### config.mk
export PLATFORM = sky130hd
export DESIGN_NAME = scl_shading_correct
export DESIGN_NICKNAME = d
export VERILOG_FILES = /design/src/design/scl_pkg.sv /design/src/design/scl_fifo.sv /design/src/design/scl_line_skip.sv /design/src/design/scl_shading_correct.sv
export SDC_FILE = /design/constraint.sdc
export NUM_CORES = 1
export LEC_CHECK = 0
export BUFFER_PORTS_ARGS = -buffer_cell sky130_fd_sc_hd__buf_2
export CAP_MARGIN = 5
export CORE_UTILIZATION = 56
export DETAILED_ROUTE_END_ITERATION = 10
export PLACE_DENSITY = 0.86
export RECOVER_POWER = 50
export SLEW_MARGIN = 20
export SYNTH_ARGS = -nofsm -noshare
export SYNTH_HDL_FRONTEND = slang
export SYNTH_SLANG_ARGS = --single-unit
### constraint.sdc
create_clock -name clk -period 9.15 [get_ports clk]
set_clock_uncertainty 0.1 [all_clocks]
set_input_delay 1.3725 -clock clk [delete_from_list [all_inputs] [get_ports clk]]
set_output_delay 1.3725 -clock clk [all_outputs]
set_load 0.1 [all_outputs]
### src/design/scl_pkg.sv
// Shared constants and types for the shading correction / line skip block.
// Assumes a 32-bit AHB-Lite register bus and one 100 MHz system clock.
package scl_pkg;

   // ----------------------------------------------------------------
   // Register indices; the byte address is four times the index
   // ----------------------------------------------------------------
   localparam logic [9:0] IDX_OFS_HI = 10'h03E;
   localparam logic [9:0] IDX_OFS_LO = 10'h03F;
   localparam logic [9:0] IDX_GAIN_HI = 10'h040;
   localparam logic [9:0] IDX_GAIN_LO = 10'h041;
   localparam logic [9:0] IDX_SRC_CFG = 10'h042;
   localparam logic [9:0] IDX_KEEP_CNT = 10'h043;
   localparam logic [9:0] IDX_SKIP_PER = 10'h044;
   localparam logic [9:0] IDX_SKIP_AUX = 10'h054;
   localparam logic [9:0] IDX_STATUS = 10'h060;

   // ----------------------------------------------------------------
   // Field positions
   // ----------------------------------------------------------------
   localparam int CFG_BYPASS_BIT = 0;
   localparam int CFG_GAIN_SRC_BIT = 1;
   localparam int CFG_OFS_SRC_BIT = 2;
   localparam int AUX_LSB = 3;
   localparam int AUX_W = 5;
   localparam int GAIN_SHIFT = 14;
   localparam int ST_KEEP_BIT = 16;
   localparam int ST_FULL_BIT = 17;

   // ----------------------------------------------------------------
   // Reset values
   // ----------------------------------------------------------------
   localparam logic [7:0] RST_OFS_HI = 8'h00;
   localparam logic [7:0] RST_OFS_LO = 8'h00;
   localparam logic [7:0] RST_GAIN_HI = 8'h40;
   localparam logic [7:0] RST_GAIN_LO = 8'h00;
   localparam logic [7:0] RST_SRC_CFG = 8'h01;
   localparam logic [7:0] RST_KEEP_CNT = 8'h00;
   localparam logic [7:0] RST_SKIP_PER = 8'h00;
   localparam logic [7:0] RST_SKIP_AUX = 8'h00;

   localparam logic [1:0] HTRANS_NONSEQ = 2'h2;

   // ----------------------------------------------------------------
   // Carriers
   // ----------------------------------------------------------------
   typedef struct packed
   {
      logic [15:0] offset;
      logic [15:0] gain;
   } scl_coef_t;

   typedef struct packed
   {
      logic lineFirst;
      logic [15:0] data;
   } scl_pix_t;

endpackage

### src/design/scl_fifo.sv
// Flip-flop FIFO with valid/ready on both sides.
// Assumes both sides on the same clock; DEPTH is a power of two.
`timescale 1ns/100ps
module scl_fifo
#(
   parameter int WIDTH = 17,
   parameter int DEPTH = 8
)
(
   input wire logic clk,
   input wire logic rst,
   input wire logic inValid,
   output logic inReady,
   input wire logic [WIDTH-1:0] inData,
   output logic outValid,
   input wire logic outReady,
   output logic [WIDTH-1:0] outData,
   output logic full
);
   localparam int AW = $clog2(DEPTH);

   logic [WIDTH-1:0] mem_q [DEPTH];
   logic [AW-1:0] wrPtr_q;
   logic [AW-1:0] rdPtr_q;
   logic [AW:0] count_q;
   logic push;
   logic pop;

   // ----------------------------------------------------------------
   // Handshake
   // ----------------------------------------------------------------
   assign full = (count_q == (AW+1)'(DEPTH));
   assign inReady = !full;
   assign outValid = (count_q != '0);
   assign push = inValid && inReady;
   assign pop = outValid && outReady;
   assign outData = mem_q[rdPtr_q];

   // Storage, no reset needed on the data words
   always_ff @(posedge clk)
   begin
      if (push)
         mem_q[wrPtr_q] <= inData;
   end

   // Pointers and fill level
   always_ff @(posedge clk or posedge rst)
   begin
      if (rst)
      begin
         wrPtr_q <= '0;
         rdPtr_q <= '0;
         count_q <= '0;
      end
      else
      begin
         if (push)
            wrPtr_q <= wrPtr_q + 1'b1;
         if (pop)
            rdPtr_q <= rdPtr_q + 1'b1;
         if (push && !pop)
            count_q <= count_q + 1'b1;
         else if (pop && !push)
            count_q <= count_q - 1'b1;
      end
   end
endmodule

### src/design/scl_line_skip.sv
// n-out-of-m line keep decision, taken at each line start.
// Assumes lineStart is a one-cycle pulse from logic on the same clock.
`timescale 1ns/100ps
module scl_line_skip
(
   input wire logic clk,
   input wire logic rst,
   input wire logic lineStart,
   input wire logic [7:0] keepT,
   input wire logic [7:0] periodM,
   output logic keepLine
);
   logic [8:0] acc_q;
   logic keep_q;
   logic [8:0] keepN;
   logic [9:0] sum;
   logic bypass;

   // ----------------------------------------------------------------
   // Spread n kept lines evenly over each m scanned lines
   // ----------------------------------------------------------------
   assign keepN = 9'h100 - {1'b0, keepT};
   assign bypass = (keepT == 8'h00) || (periodM == 8'h00);
   assign sum = {1'b0, acc_q} + {1'b0, keepN};
   assign keepLine = keep_q;

   // Accumulator; n at or above m keeps every line
   always_ff @(posedge clk or posedge rst)
   begin
      if (rst)
      begin
         acc_q <= '0;
         keep_q <= 1'b1;
      end
      else if (lineStart)
      begin
         if (bypass || keepN >= {1'b0, periodM})
         begin
            acc_q <= '0;
            keep_q <= 1'b1;
         end
         else if (sum >= {2'b00, periodM})
         begin
            acc_q <= 9'(sum - {2'b00, periodM});
            keep_q <= 1'b1;
         end
         else
         begin
            acc_q <= sum[8:0];
            keep_q <= 1'b0;
         end
      end
   end
endmodule

### src/design/scl_shading_correct.sv
// Pixel-rate offset/gain correction with n-out-of-m line skipping.
// Assumes an AHB-Lite master on clk, a pixel source and a coefficient
// source on the same clock, and an image buffer draining the FIFO.
`timescale 1ns/100ps

// How it works
// - Fixed offset coefficient held as high and low byte registers.
// - Fixed gain coefficient held as high and low byte registers.
// - Enabled multiplier scales each pixel by coefficient over 16384.
// - A config bit bypasses the multiplier; pixels pass with no gain.
// - Gain source bit picks fixed register pair or per-pixel DRAM value.
// - Offset source bit picks fixed register pair or DRAM value.
// - Keep n equals 256 minus t lines out of every m scanned.
// - A keep value t of zero bypasses skipping; all lines saved.
// - A period m of zero bypasses skipping; all lines saved.
// - A five-bit field in bits 3 to 7 of a further register.
module scl_shading_correct
#(
   parameter int FIFO_DEPTH = 8
)
(
   input wire logic clk,
   input wire logic rst,
   input wire logic hsel,
   input wire logic [11:0] haddr,
   input wire logic [1:0] htrans,
   input wire logic hwrite,
   input wire logic [2:0] hsize,
   input wire logic [31:0] hwdata,
   input wire logic hready,
   output logic hreadyout,
   output logic hresp,
   output logic [31:0] hrdata,
   input wire logic lineStart,
   input wire logic pixValid,
   input wire logic [15:0] pixData,
   output logic pixReady,
   output logic [15:0] coefAddr,
   input wire logic coefValid,
   input wire scl_pkg::scl_coef_t coefIn,
   output logic coefReady,
   output logic outValid,
   output scl_pkg::scl_pix_t outPix,
   input wire logic outReady,
   output logic [4:0] lineSkipAux
);
   logic [7:0] ofsHi_q;
   logic [7:0] ofsLo_q;
   logic [7:0] gainHi_q;
   logic [7:0] gainLo_q;
   logic [7:0] srcCfg_q;
   logic [7:0] keepCnt_q;
   logic [7:0] skipPer_q;
   logic [7:0] skipAux_q;
   logic wrPend_q;
   logic [9:0] wrIdx_q;
   logic [31:0] rdData_q;
   logic [31:0] rdData_d;
   logic [15:0] pixPos_q;
   logic addrPhase;
   logic [9:0] addrIdx;
   logic bypassMul;
   logic gainFromDram;
   logic ofsFromDram;
   logic needCoef;
   logic coefOk;
   logic keepLine;
   logic fifoReady;
   logic fifoFull;
   logic roomOk;
   logic take;
   logic [15:0] ofsSel;
   logic [15:0] gainSel;
   logic [15:0] diff;
   logic [31:0] product;
   logic [17:0] scaled;
   scl_pkg::scl_pix_t corrPix;

   // ----------------------------------------------------------------
   // AHB-Lite slave: zero wait states, always OKAY
   // ----------------------------------------------------------------
   assign hreadyout = 1'b1;
   assign hresp = 1'b0;
   assign hrdata = rdData_q;
   assign addrPhase = hsel && hready && (htrans == scl_pkg::HTRANS_NONSEQ);
   assign addrIdx = haddr[11:2];

   // Read data prepared in the address phase, shown in the data phase
   always_comb
   begin
      rdData_d = 32'h0000_0000;
      unique case (addrIdx)
         scl_pkg::IDX_OFS_HI: rdData_d[7:0] = ofsHi_q;
         scl_pkg::IDX_OFS_LO: rdData_d[7:0] = ofsLo_q;
         scl_pkg::IDX_GAIN_HI: rdData_d[7:0] = gainHi_q;
         scl_pkg::IDX_GAIN_LO: rdData_d[7:0] = gainLo_q;
         scl_pkg::IDX_SRC_CFG: rdData_d[7:0] = srcCfg_q;
         scl_pkg::IDX_KEEP_CNT: rdData_d[7:0] = keepCnt_q;
         scl_pkg::IDX_SKIP_PER: rdData_d[7:0] = skipPer_q;
         scl_pkg::IDX_SKIP_AUX: rdData_d[7:0] = skipAux_q;
         scl_pkg::IDX_STATUS:
         begin
            rdData_d[15:0] = pixPos_q;
            rdData_d[scl_pkg::ST_KEEP_BIT] = keepLine;
            rdData_d[scl_pkg::ST_FULL_BIT] = fifoFull;
         end
         default: rdData_d = 32'h0000_0000; // Unmapped reads as zero
      endcase
   end

   // Address phase capture for reads and pending writes
   always_ff @(posedge clk or posedge rst)
   begin
      if (rst)
      begin
         wrPend_q <= 1'b0;
         wrIdx_q <= '0;
         rdData_q <= 32'h0000_0000;
      end
      else
      begin
         wrPend_q <= addrPhase && hwrite;
         if (addrPhase)
            wrIdx_q <= addrIdx;
         if (addrPhase && !hwrite)
            rdData_q <= rdData_d;
      end
   end

   // Register writes in the data phase; unmapped writes are dropped
   always_ff @(posedge clk or posedge rst)
   begin
      if (rst)
      begin
         ofsHi_q <= scl_pkg::RST_OFS_HI;
         ofsLo_q <= scl_pkg::RST_OFS_LO;
         gainHi_q <= scl_pkg::RST_GAIN_HI;
         gainLo_q <= scl_pkg::RST_GAIN_LO;
         srcCfg_q <= scl_pkg::RST_SRC_CFG;
         keepCnt_q <= scl_pkg::RST_KEEP_CNT;
         skipPer_q <= scl_pkg::RST_SKIP_PER;
         skipAux_q <= scl_pkg::RST_SKIP_AUX;
      end
      else if (wrPend_q)
      begin
         unique case (wrIdx_q)
            scl_pkg::IDX_OFS_HI: ofsHi_q <= hwdata[7:0];
            scl_pkg::IDX_OFS_LO: ofsLo_q <= hwdata[7:0];
            scl_pkg::IDX_GAIN_HI: gainHi_q <= hwdata[7:0];
            scl_pkg::IDX_GAIN_LO: gainLo_q <= hwdata[7:0];
            scl_pkg::IDX_SRC_CFG: srcCfg_q <= hwdata[7:0];
            scl_pkg::IDX_KEEP_CNT: keepCnt_q <= hwdata[7:0];
            scl_pkg::IDX_SKIP_PER: skipPer_q <= hwdata[7:0];
            scl_pkg::IDX_SKIP_AUX: skipAux_q <= {hwdata[7:3], 3'b000};
            default: ;
         endcase
      end
   end

   // Only bits 7..3 of the aux register exist; the rest read zero
   assign lineSkipAux = skipAux_q[scl_pkg::AUX_LSB +: scl_pkg::AUX_W];

   // ----------------------------------------------------------------
   // Source selection
   // ----------------------------------------------------------------
   assign bypassMul = srcCfg_q[scl_pkg::CFG_BYPASS_BIT];
   assign gainFromDram = srcCfg_q[scl_pkg::CFG_GAIN_SRC_BIT];
   assign ofsFromDram = srcCfg_q[scl_pkg::CFG_OFS_SRC_BIT];
   // A bypassed multiplier needs no gain word, so it does not wait on one
   assign needCoef = ofsFromDram || (gainFromDram && !bypassMul);
   assign ofsSel = ofsFromDram ? coefIn.offset : {ofsHi_q, ofsLo_q};
   assign gainSel = gainFromDram ? coefIn.gain : {gainHi_q, gainLo_q};

   // ----------------------------------------------------------------
   // Correction arithmetic
   // ----------------------------------------------------------------
   // Offset first, clamped at zero so dark pixels never wrap
   assign diff = (pixData > ofsSel) ? 16'(pixData - ofsSel) : 16'h0000;
   assign product = diff * gainSel;
   assign scaled = product[scl_pkg::GAIN_SHIFT +: 18];

   // Saturate the scaled value or pass the offset result unscaled
   always_comb
   begin
      corrPix.lineFirst = (pixPos_q == 16'h0000);
      if (bypassMul)
         corrPix.data = diff;
      else if (scaled[17:16] != 2'b00)
         corrPix.data = 16'hFFFF;
      else
         corrPix.data = scaled[15:0];
   end

   // ----------------------------------------------------------------
   // Stream handshake and pixel position
   // ----------------------------------------------------------------
   // Skipped lines are consumed without touching the FIFO
   assign coefOk = !needCoef || coefValid;
   assign roomOk = fifoReady || !keepLine;
   assign pixReady = coefOk && roomOk && !lineStart;
   assign take = pixValid && pixReady;
   // Coefficient word and pixel leave their sources together
   assign coefReady = needCoef && pixValid && roomOk && !lineStart;
   assign coefAddr = pixPos_q;

   // Position within the line, the DRAM coefficient index
   always_ff @(posedge clk or posedge rst)
   begin
      if (rst)
         pixPos_q <= 16'h0000;
      else if (lineStart)
         pixPos_q <= 16'h0000;
      else if (take)
         pixPos_q <= pixPos_q + 16'h0001;
   end

   // ----------------------------------------------------------------
   // Line skip decision and output buffer
   // ----------------------------------------------------------------
   scl_line_skip u_skip
   (
      .clk(clk),
      .rst(rst),
      .lineStart(lineStart),
      .keepT(keepCnt_q),
      .periodM(skipPer_q),
      .keepLine(keepLine)
   );

   scl_fifo
   #(
      .WIDTH($bits(scl_pkg::scl_pix_t)),
      .DEPTH(FIFO_DEPTH)
   )
   u_fifo
   (
      .clk(clk),
      .rst(rst),
      .inValid(take && keepLine),
      .inReady(fifoReady),
      .inData(corrPix),
      .outValid(outValid),
      .outReady(outReady),
      .outData(outPix),
      .full(fifoFull)
   );
endmodule

# After elaboration in Yosys (flattened, before gate mapping)
# Memories as Yosys holds them, arrays and structs flattened.
# Index checks and enable logic that the tools add are counted.
# classes
n_addsub	9
n_mul	1
magnitude_cmp	3
reduce_logical	44
n_eq_ne	19
mux	17
# ops
cell	count
10-bit by 7-bit equality test with 1-bit output, second input constant	13
16-bit 2-to-1 mux	7
8-bit case mux with 9 select lines	1
10-bit by 6-bit equality test with 1-bit output, second input constant	4
16-bit by 16-bit multiplier with 32-bit output	1
9-bit 2-to-1 mux	2
16-bit by 1-bit adder with 16-bit output, second input constant	1
16-bit greater-than comparator	1
1-bit logical AND	16
16-bit logical NOT	1
8-bit logical NOT	2
2-bit AND reduction	8
16-bit subtractor	1
9-bit by 9-bit adder with 10-bit output	1
10-bit by 8-bit >= comparator with 1-bit output	1
10-bit 2-to-1 mux	1
9-bit by 8-bit >= comparator with 1-bit output	1
9-bit by 8-bit subtractor with 9-bit output	1
9-bit by 8-bit subtractor with 9-bit output, first input constant	1
1-bit logical NOT	8
4-bit 2-to-1 mux	2
3-bit by 1-bit adder with 3-bit output, second input constant	2
2-bit nonzero test	3
1-bit logical OR	5
6 further kinds	9
# totals
reg_bits	126
in_bits	106
n_memories	1
ramBits	136
# mem_list
memory	words	word_bits	rd	rd_clocked_by_memory_dff	write_ports	line	rtl
u_fifo.mem_q	8	17	1	0	1	scl_fifo.sv:22	logic [WIDTH-1:0] mem_q [DEPTH];

# Depth between registers and ports, before layout
# Gate-level depths: netlist of the first run.
# logic_depth
depth_word	14
depth_mapped	39
depth_no_buf	36

# Hierarchy
# Synthesis of the first run repeated with hierarchy kept, for this count alone.
# hier_totals
hier_cells	1999
hier_area_um2	21912.3
# modules_own_cells
mod	cells_each	seq_area_each_um2	instances	area_each_um2
scl_shading_correct	1550	2655.0	1	14431.3
scl_fifo	261	4334.2	1	5863.1
scl_line_skip	188	251.5	1	1617.8

# Worst setup path before layout of the first run
# No wires, ideal clock.
# synth_path
kind	input to register
startpoint	input port coefIn[17] (netlist bit)
endpoint	memory u_fifo.mem_q[0][14] (data pin)
setup_time_ns	0.237
path_stages	33
t_arrival_ns	9.450
slack_ns	-0.637
path_buffers	1
path_cell_list	mux2i_1 -> ha_1 -> nor2b_1 -> o21ai_0 -> a21boi_0 -> o41ai_1 -> o22ai_1 -> o21ai_0 -> o21ai_0 -> xor2_1 -> and2_1 -> clkbuf_1 -> nand2_1 -> fa_1 -> fa_1 -> inv_1 -> fa_1 -> fa_1 -> fa_1 -> inv_1 -> fa_1 -> inv_1 -> ha_1 -> a21o_1 -> a211o_1 -> o22ai_1 -> a21oi_1 -> a221o_1 -> a21o_1 -> and3b_1 -> a2111oi_4 -> xor2_1 -> a22oi_1
# synth_lines
element	line	rtl
from (decl)	scl_shading_correct.sv:40	input wire scl_pkg::scl_coef_t coefIn,
to (decl)	scl_fifo.sv:22	

==> results.env, run 1 <==
FINAL_CORE_UTIL=0.6796
REGTOREGSETUPSLACK_NS=-0.07
FINAL_WORST_PATH_PERIOD_SHARE=1.022
DRT_ITER0_DRC=1478
DIE_X_UM=197.3
POSTSYNTHCELLCOUNT=1985
FAILED_CHECKS='design-rule violations, max-capacitance violations, max-slew violations, negative setup slack'
FMAX_MHz=107.0
FINAL_CELL_AREA_UM2=25540
ANTENNA_VIOLATIONS_BEFORE_REPAIR=5
WP_DATA_ARRIVAL_NS=9.54
CLOCK_PIN_SLEW_OF_THE_REGISTERS_ON_THE_WORST_CASE_SETUP_AND_HOLD_PATHS_NS=0.07
POST-SYNTH-TOP-AREA-FRACTION=0.1912
WORST-SETUP-PATH-TYPE='primary input to flop'
GRT-OVFL-TOTAL=0
CTS_MAX_PATH_BUFFERS=3
CRITICAL_PATH.MOST_COMMON_CELL='sky130_fd_sc_hd__buf_6'
CTS_INSERTED_BUFFERS=24
CRITICAL-PATH-SLOWEST-CELL='sky130_fd_sc_hd__fa_1'
FINAL_LAYOUT_SIZE_SUFFIX_GT1_FRAC=0.2722
SYNTH.YOSYS.SEQ_AREA_SHARE=0.3391
DPL.HPWL_MM=46.48
DIE_AREA_UM2=38920
SYNTH_SIMPLE_GATE_AREA_SHARE=0.1181
CLK-INSERTION-DELAY-LATE_NS=0.53
SYNTH_AREA_IN_ADDERS=0.2732
SYNTH_AREA_PER_CELL_UM2=10.76
CRITICAL_PATH.N_BUFFERS_INVERTERS=10
TIMING.FINAL.MAX_SLEW_VIOLATIONS=166
SYNTH_CELL_TYPES=69
IO_BUFFERS=135
GLOBAL_ROUTE_WIRE_LENGTH_BEFORE_REPAIR_MM=93.75
SLEW-LIMIT-HEADROOM=-1.761
NUMCLOCKSINKS=262
SYNTH_ENABLE_FLOP_CELLS=136
CPLARGESTDELAYFAMILY='adder cells'
DIE-HEIGHT_UM=197.3
FINAL.HOLD.WORST_SLACK_NS=0.3832
EFFECTIVE_UTILIZATION_AT_FLOORPLAN=0.5683
POWER.LEAKAGE_nW=11.60
VIAS=16860
IRDROPWORSTVDD_uV=322.4
RUN_STATUS='finished with violations'
CTS_TREE='built'
SYNTHTOPCELLSBYAREA='sky130_fd_sc_hd__edfxtp_1 (19%), sky130_fd_sc_hd__fa_1 (18%), sky130_fd_sc_hd__dfrtp_1 (14%)'
PLACE_INST=2755
WIRELENGTH_MM=60.13
RSZ0062_AT_GRT='yes'
DPL_CELL_AREA_UM2=24070
TIMING.CRITICAL_PATH.FROM_TYPE='primary input'
ASYNCSETRESETFLOPFRACSYNTH=0.4809
SYNTHXORXNORAREAFRAC=0.02543
ANT_NETS=0
DOMINANT_COMBINATIONAL_CELL_FAMILY_BY_AREA_AFTER_SYNTHESIS='adder cells'
DESIGN.PORTCOUNT=181
SYNTH-WARNING-COUNT=0
GRT_PASS1_VIAS=17790
POWER.DENSITY_CELL_AREA_nW_PER_UM2=387.3
ROOT_BUFFER='sky130_fd_sc_hd__clkbuf_16'
SYNTH_FLOP_CELL='sky130_fd_sc_hd__edfxtp_1'
DRC=2
FINALWEIGHTEDCONGESTION=0.9988
AREA_GROWTH_SYN_TO_LAYOUT_PCT=19.59
LARGEST_NET_DEGREE_AT_THE_START_OF_GLOBAL_ROUTING=78
SYN-CELL-AREA_UM2=21350
CORE-AREA_UM2=37580
SYNTH_MUX_AREA_FRAC=0.1075
FINISHED_LAYOUT_CELLS=2845
HTREEDEPTH=1
HOLD_VIOL=0
MAXCAPVIOLCOUNT=3
FILL_CELLS=2567
ROW_COUNT=71
SYNTH_AREA_LEADER_CELL='sky130_fd_sc_hd__edfxtp_1'
HOLD_PATH_CLASS='flop to flop'
DETAIL_ROUTE.WL_PER_CELL_UM=21.13
DRT_PASS1_ITERATIONS=9
SYNTH_SEQ_CELLS=262
NNETSFINAL=2767
POSTLAYOUTSETUPSLACKWORST_NS=-0.1982
SYNTH_COMPOUND_AREA_FRAC=0.07201
CP_SLOWEST_STAGE_DELAY_NS=0.60
FINALWORSTPATHREQUIREDPERIOD_NS=9.348
REPORT.POWER.TOTAL_mW=9.891
WORSTSETUPENDPOINTTYPE='flop'
GR-USAGE-ALL-LAYERS=0.3120
WORST_PIN_SLEW_NS=4.141
MAX_FANOUT_ON_CRITICAL_PATH=8
WORST-ENDPOINT-REQUIRED_NS=9.34
FINAL_SETUP_VIOLATION_COUNT=128
AVERAGE_VIA_COUNT_PER_STANDARD_CELL=5.926
registers in the layout, summed over array words and instances, names as in the netlist:
| signal | count |
|---|---|
| u_fifo.mem_q | 136 |
| hrdata | 18 |
| coefAddr | 16 |
| wrIdx_q | 10 |
| u_skip.acc_q | 9 |
| gainHi_q | 8 |
| gainLo_q | 8 |
| keepCnt_q | 8 |
| ofsHi_q | 8 |
| ofsLo_q | 8 |
| skipPer_q | 8 |
| srcCfg_q | 8 |
| skipAux_q | 5 |
| u_fifo.count_q | 4 |
| u_fifo.rdPtr_q | 3 |
| u_fifo.wrPtr_q | 3 |
| u_skip.keepLine | 1 |
| wrPend_q | 1 |
timing repair:
item,in CTS,in global routing
hold buffers,0,0
gates cloned,1,0
endpoints found under the setup margin,128,128
gates resized for setup,98,45
buffers inserted,34,8
pin swaps,76,35
synthesized netlist by cell type (all sizes together), types with 20 or more instances:
cell type and n:
fa 197, a21oi 43, ha 151, inv 271, mux2 96, buf 25
dfrtp 123, nand2 231, xnor2 31, nor2 173, nand4 21, edfxtp 136
clkbuf 53, nand3 23, mux2i 38, mux4 37, nor3 23, a21o 22
o21ai 57, and2 20, xor2 31
logic make-up after synthesis:
family | after synthesis
and+or+nand+nor | 564
AOI/OAI and AO/OA | 227
DFF | 262
muxes | 171
buffers and inverters | 349
other | 2
xor gates and xnor gates | 62
adders and majority gates | 348
report_power, final:
| part | switching [mW] | internal (mW) | total, mW |
|---|---|---|---|
| clock | 0.443 | 0.502 | 0.946 |
| combinational | 4.08 | 3.10 | 7.17 |
| sequential | 0.118 | 1.65 | 1.77 |
| total | 4.64 | 5.25 | 9.89 |
per-stage QoR:
step,TNS [ns],setup WS [ns]
2_1_floorplan,0,0.01177
3_3_place_gp,-87.97,-0.8250
3_5_place_dp,-114.43,-1.031
4_1_cts,-0.9554,-0.06322
5_1_grt,-57.62,-0.5686
6_report,-10.46,-0.1982
final cells by class:
type / count / area (um^2) / area share
Multi-Input combinational cell: 1388 / 13440 / 0.5265
Sequential cell: 262 / 7242 / 0.2836
Timing Repair Buffer: 366 / 2462 / 0.09642
Inverter: 271 / 1018 / 0.03988
Clock buffer: 32 / 650.6 / 0.02548
Tap cell: 511 / 639.4 / 0.02504
Clock inverter: 10 / 67.56 / 0.002646
Antenna cell: 5 / 12.51 / 0.0004900
worst register-to-register path: cells and delay by family, from the launching register on:
family | cells | cell delay (ns)
adders and majority gates | 8 | 3.58
AOI/OAI and AO/OA | 9 | 1.77
buffers and inverters | 12 | 1.53
and+or+nand+nor | 8 | 0.99
DFF | 1 | 0.46
muxes | 1 | 0.32
xor gates and xnor gates | 1 | 0.23
layout by cell type (no fill, tap or decap), drive strengths merged, types with 37 or more instances in the layout:
cell type / instances
ha: 151
clkbuf: 70
mux2: 96
o21ai: 57
a21oi: 43
buf: 328
inv: 271
fa: 197
nand2: 231
dfrtp: 123
nor2: 173
mux4: 37
mux2i: 38
edfxtp: 136
routing by layer:
| layer | GRT usage | wire length [um] |
|---|---|---|
| met2 | 0.5227 | 28970 |
| met3 | 0.05446 | 5118 |
| met4 | 0.1481 | 3567 |
| met5 | 0 | 0 |
| met1 | 0.3937 | 22470 |
final timing paths:
check | startpoint | to | cells after the start
setup / recovery | coefIn[16] | u_fifo.mem_q[3][14]$_DFFE_PP_ | 39
hold / removal | hrdata[11]$_DFFE_PP0P_ | hrdata[11]$_DFFE_PP0P_ | 2
setup reg to reg | srcCfg_q[2]$_DFFE_PP0P_ | u_fifo.mem_q[3][14]$_DFFE_PP_ | 39
hold reg to reg | hrdata[11]$_DFFE_PP0P_ | hrdata[11]$_DFFE_PP0P_ | 2
max in group asynchronous | rst | srcCfg_q[7]$_DFFE_PP0P_ | 3
min in group asynchronous | rst | u_fifo.count_q[0]$_DFFE_PP0P_ | 2
Power figures use the tool's default switching activity.
==> inputs of run 2 (changes only) <==
Settings changed: ABC_AREA set to 1.
==> results.env, run 2 <==
RUN_STATUS='finished with violations'
FAILED_CHECKS='max-capacitance violations, max-slew violations'
SYNTH_CELL_TYPES=57  # -17%
GRT_PASS1_VIAS=19540  # +9.8%
MOST_COMMON_CELL_AFTER_LAYOUT_FILL_AND_TAPS_ASIDE='sky130_fd_sc_hd__inv_1'
SYNTH_ENABLE_FLOP_CELLS=136  # unchanged
ROUTE.LAYER.MET1.WL_MM=24.27  # +8.0%
SLEW-LIMIT-HEADROOM=-1.524  # +0.2372
WORSTSETUPENDPOINTTYPE='flop'
FINAL_WORST_PATH_PERIOD_SHARE=0.9500  # -0.07166
HIGHEST-SIGNAL-LAYER='met4'
AREA_GROWTH_SYN_TO_LAYOUT_PCT=11.67
PLACE_INST=3309  # +20%
CTS_INSERTED_BUFFERS=26  # +8.3%
FINALWEIGHTEDCONGESTION=0.9843  # -1.5%
REGTOREGSETUPSLACK_NS=0.59  # +0.66 ns
SYNTH_AREA_PER_CELL_UM2=8.444  # -22%
LARGEST_NET_DEGREE_AT_THE_START_OF_GLOBAL_ROUTING=72  # -7.7%
GLOBAL_ROUTE_WIRE_LENGTH_BEFORE_REPAIR_MM=98.51  # +5.1%
DETAIL_ROUTE.WL_PER_CELL_UM=18.29  # -13%
CTS_HOLD_BUF=0  # unchanged
WORST_PIN_SLEW_NS=3.786  # -0.3558 ns
RSZ0062_AT_GRT='no'
CP_SLOWEST_STAGE_DELAY_NS=0.56  # -0.04 ns
CLK-INSERTION-DELAY-LATE_NS=0.55  # +0.02 ns
DIE_X_UM=201.1  # +2.0%
SYNTH.YOSYS.SEQ_AREA_SHARE=0.3260  # -0.01305
REGISTERS.TOP_BY_FF_COUNT='u_fifo.mem_q'
IO_BUFFERS=135  # unchanged
MAXCAPVIOLCOUNT=3  # unchanged
FINALWORSTPATHREQUIREDPERIOD_NS=8.693  # -0.6557 ns
R2R.WORST_PATH.CELLS=38  # -2.6%
POSTSYNTHCELLCOUNT=2630  # +32%
DPL_CELL_AREA_UM2=23950  # -0.51%
DR_WL_MET2_MM=29.59  # +2.1%
CORE-AREA_UM2=38920  # +3.6%
AVERAGE_VIA_COUNT_PER_STANDARD_CELL=5.653  # -4.6%
MAX_FANOUT_ON_CRITICAL_PATH=8  # unchanged
DPL.HPWL_MM=47.68  # +2.6%
ROUTED-WL-MET3_MM=5.311  # +3.8%
SYNTH_FLOP_CELL='sky130_fd_sc_hd__edfxtp_1'
DESIGN.PORTCOUNT=181  # unchanged
FMAX_MHz=115.0  # +7.5%
CTS_MAX_PATH_BUFFERS=3  # unchanged
MOST_FREQUENT_CELLS_IN_THE_LAYOUT='sky130_fd_sc_hd__inv_1 (470), sky130_fd_sc_hd__nand2_1 (422), sky130_fd_sc_hd__nor2_1 (381)'
FINAL_SETUP_VIOLATION_COUNT=0  # -100%
GR-USAGE-ALL-LAYERS=0.3067  # -0.005241
POST-SYNTH-TOP-AREA-FRACTION=0.1839  # -0.007359
HOLD_PATH_CLASS='flop to flop'
CTS_TREE='built'
EFFECTIVE_UTILIZATION_AT_FLOORPLAN=0.5707  # +0.002391
FINAL_LAYOUT_SIZE_SUFFIX_GT1_FRAC=0.1024  # -0.1698
REG_TO_REG_CRITICAL_PATH_ENDPOINT='u_fifo.mem_q[3][4]$_DFFE_PP_'
HTREEDEPTH=1  # unchanged
TIMING.CRITICAL_PATH.FROM_TYPE='primary input'
CRITICAL-PATH-SLOWEST-CELL='sky130_fd_sc_hd__fa_1'
SYNTH-WARNING-COUNT=0  # unchanged
POST-SYNTH-TOP-COUNT-CELL='sky130_fd_sc_hd__inv_1'
CRITPATHLAUNCH='coefIn[18]'
FINISHED_LAYOUT_CELLS=3359  # +18%
WIRELENGTH_MM=61.42  # +2.2%
DRC=0  # -2
CLOCK_PIN_SLEW_OF_THE_REGISTERS_ON_THE_WORST_CASE_SETUP_AND_HOLD_PATHS_NS=0.06  # about the same
VIAS=18990  # +13%
DRT_ITER0_DRC=1602  # +8.4%
CRIT-REG2REG-LAUNCH='srcCfg_q[2]$_DFFE_PP0P_'
INSERTEDDIODECOUNT=0  # -5
ROW_COUNT=72  # +1.4%
GRT-OVFL-TOTAL=0  # unchanged
PLACE_WS_NS=-0.1702  # +0.8611 ns
POST_SYNTH_MOST_FREQUENT_CELLS='sky130_fd_sc_hd__inv_1 (473), sky130_fd_sc_hd__nand2_1 (422), sky130_fd_sc_hd__nor2_1 (383)'
CRITICAL_PATH.ENDPOINT='u_fifo.mem_q[3][4]$_DFFE_PP_'
SYNTH_AREA_LEADER_CELL='sky130_fd_sc_hd__edfxtp_1'
TIMING.FINAL.MAX_SLEW_VIOLATIONS=199  # +20%
ROOT_BUFFER='sky130_fd_sc_hd__clkbuf_16'
WORST-SETUP-PATH-TYPE='primary input to flop'
HOLD_VIOL=0  # unchanged
SYNTH_SEQ_CELLS=262  # unchanged
WP_DATA_ARRIVAL_NS=8.84  # -0.70 ns
SYNTHTOPCELLSBYAREA='sky130_fd_sc_hd__edfxtp_1 (18%), sky130_fd_sc_hd__fa_1 (18%), sky130_fd_sc_hd__dfrtp_1 (14%)'
CRITICAL_PATH.MOST_COMMON_CELL='sky130_fd_sc_hd__nand2_1'
SYN-CELL-AREA_UM2=22210  # +4.0%
POSTLAYOUTSETUPSLACKWORST_NS=0.4575  # +0.6557 ns
ANTENNA_VIOLATIONS_BEFORE_REPAIR=0  # -5
ASYNCSETRESETFLOPFRACSYNTH=0.4809  # unchanged
NNETSFINAL=3275  # +18%
NUMCLOCKSINKS=262  # unchanged
FINAL_CELL_AREA_UM2=24800  # -2.9%
DRT_PASS1_ITERATIONS=6  # -3
DIE_AREA_UM2=40460  # +4.0%
LARGEST_REG_FLOPS=136  # unchanged
WORST-ENDPOINT-REQUIRED_NS=9.30  # -0.04 ns
DIE-HEIGHT_UM=201.1  # +2.0%
ANT_NETS=0  # unchanged
==> run 2: how the worst min path moves through the flow <==
stage	from	endpoint	slack, ns	cells after the start
floorplan	ofsHi_q[0]$_DFFE_PP0P_	ofsHi_q[0]$_DFFE_PP0P_	0.34	2
global placement	ofsLo_q[0]$_DFFE_PP0P_	ofsLo_q[0]$_DFFE_PP0P_	0.35	2
detailed placement	ofsHi_q[1]$_DFFE_PP0P_	ofsHi_q[1]$_DFFE_PP0P_	0.36	2
CTS	ofsHi_q[1]$_DFFE_PP0P_	ofsHi_q[1]$_DFFE_PP0P_	0.38	2
global route	ofsHi_q[2]$_DFFE_PP0P_	ofsHi_q[2]$_DFFE_PP0P_	0.41	2
finish	ofsLo_q[7]$_DFFE_PP0P_	ofsLo_q[7]$_DFFE_PP0P_	0.37	2
==> run 2: repair_timing <==
item,4_1_cts,5_1_grt
hold endpoints to repair,0,0
setup endpoints to repair,0,128
setup buffers,0,1
gates resized for setup,0,18
==> run 2: cells by family after synthesis <==
kind of cell,synth area share
and+or+nand+nor,0.1773
buffers and inverters,0.09938
AOI/OAI and AO/OA,0.1082
adders and majority gates,0.2626
DFF,0.3260
xor gates and xnor gates,0.01893
muxes,0.007212
other,0.0003382
==> run 2: metrics by stage <==
stage | hold slack [ns] | TNS [ns] | util
2_1_floorplan | 0.3440 | 0 | -
3_3_place_gp | 0.3540 | 0 | 0.6153
3_5_place_dp | 0.3623 | -8.731 | 0.6153
4_1_cts | 0.3779 | 0 | 0.6369
5_1_grt | 0.4148 | 0 | 0.6372
6_report | 0.3747 | 0 | 0.6372
==> run 2: critical path, delay by kind of cell <==
kind                       cells  cell delay, ns
and+or+nand+nor               13            1.32
AOI/OAI and AO/OA              9            1.60
muxes                          1            0.14
buffers and inverters          7            0.71
adders and majority gates      8            3.69
==> run 2: layout make-up <==
class                   count  area [um^2]
inverters                 483         1818
flip-flops and latches    262         7243
multi-input cells        1811        12890
repair inverters            1        7.507
clock buffers              34        711.9
repair buffers            236         1351
well taps                 518        648.1
clock inverters            14        130.1
fillers                  3152        14120
==> run 2: layer usage <==
metal,track usage,vias up
met2,0.5226,974
met1,0.3974,9098
met5,0,-
met3,0.04730,168
met4,0.1099,0
li1,-,8750
Power of run 2 is not shown: default switching activity piles up to over one toggle a cycle in this logic, so the estimate is an artifact.
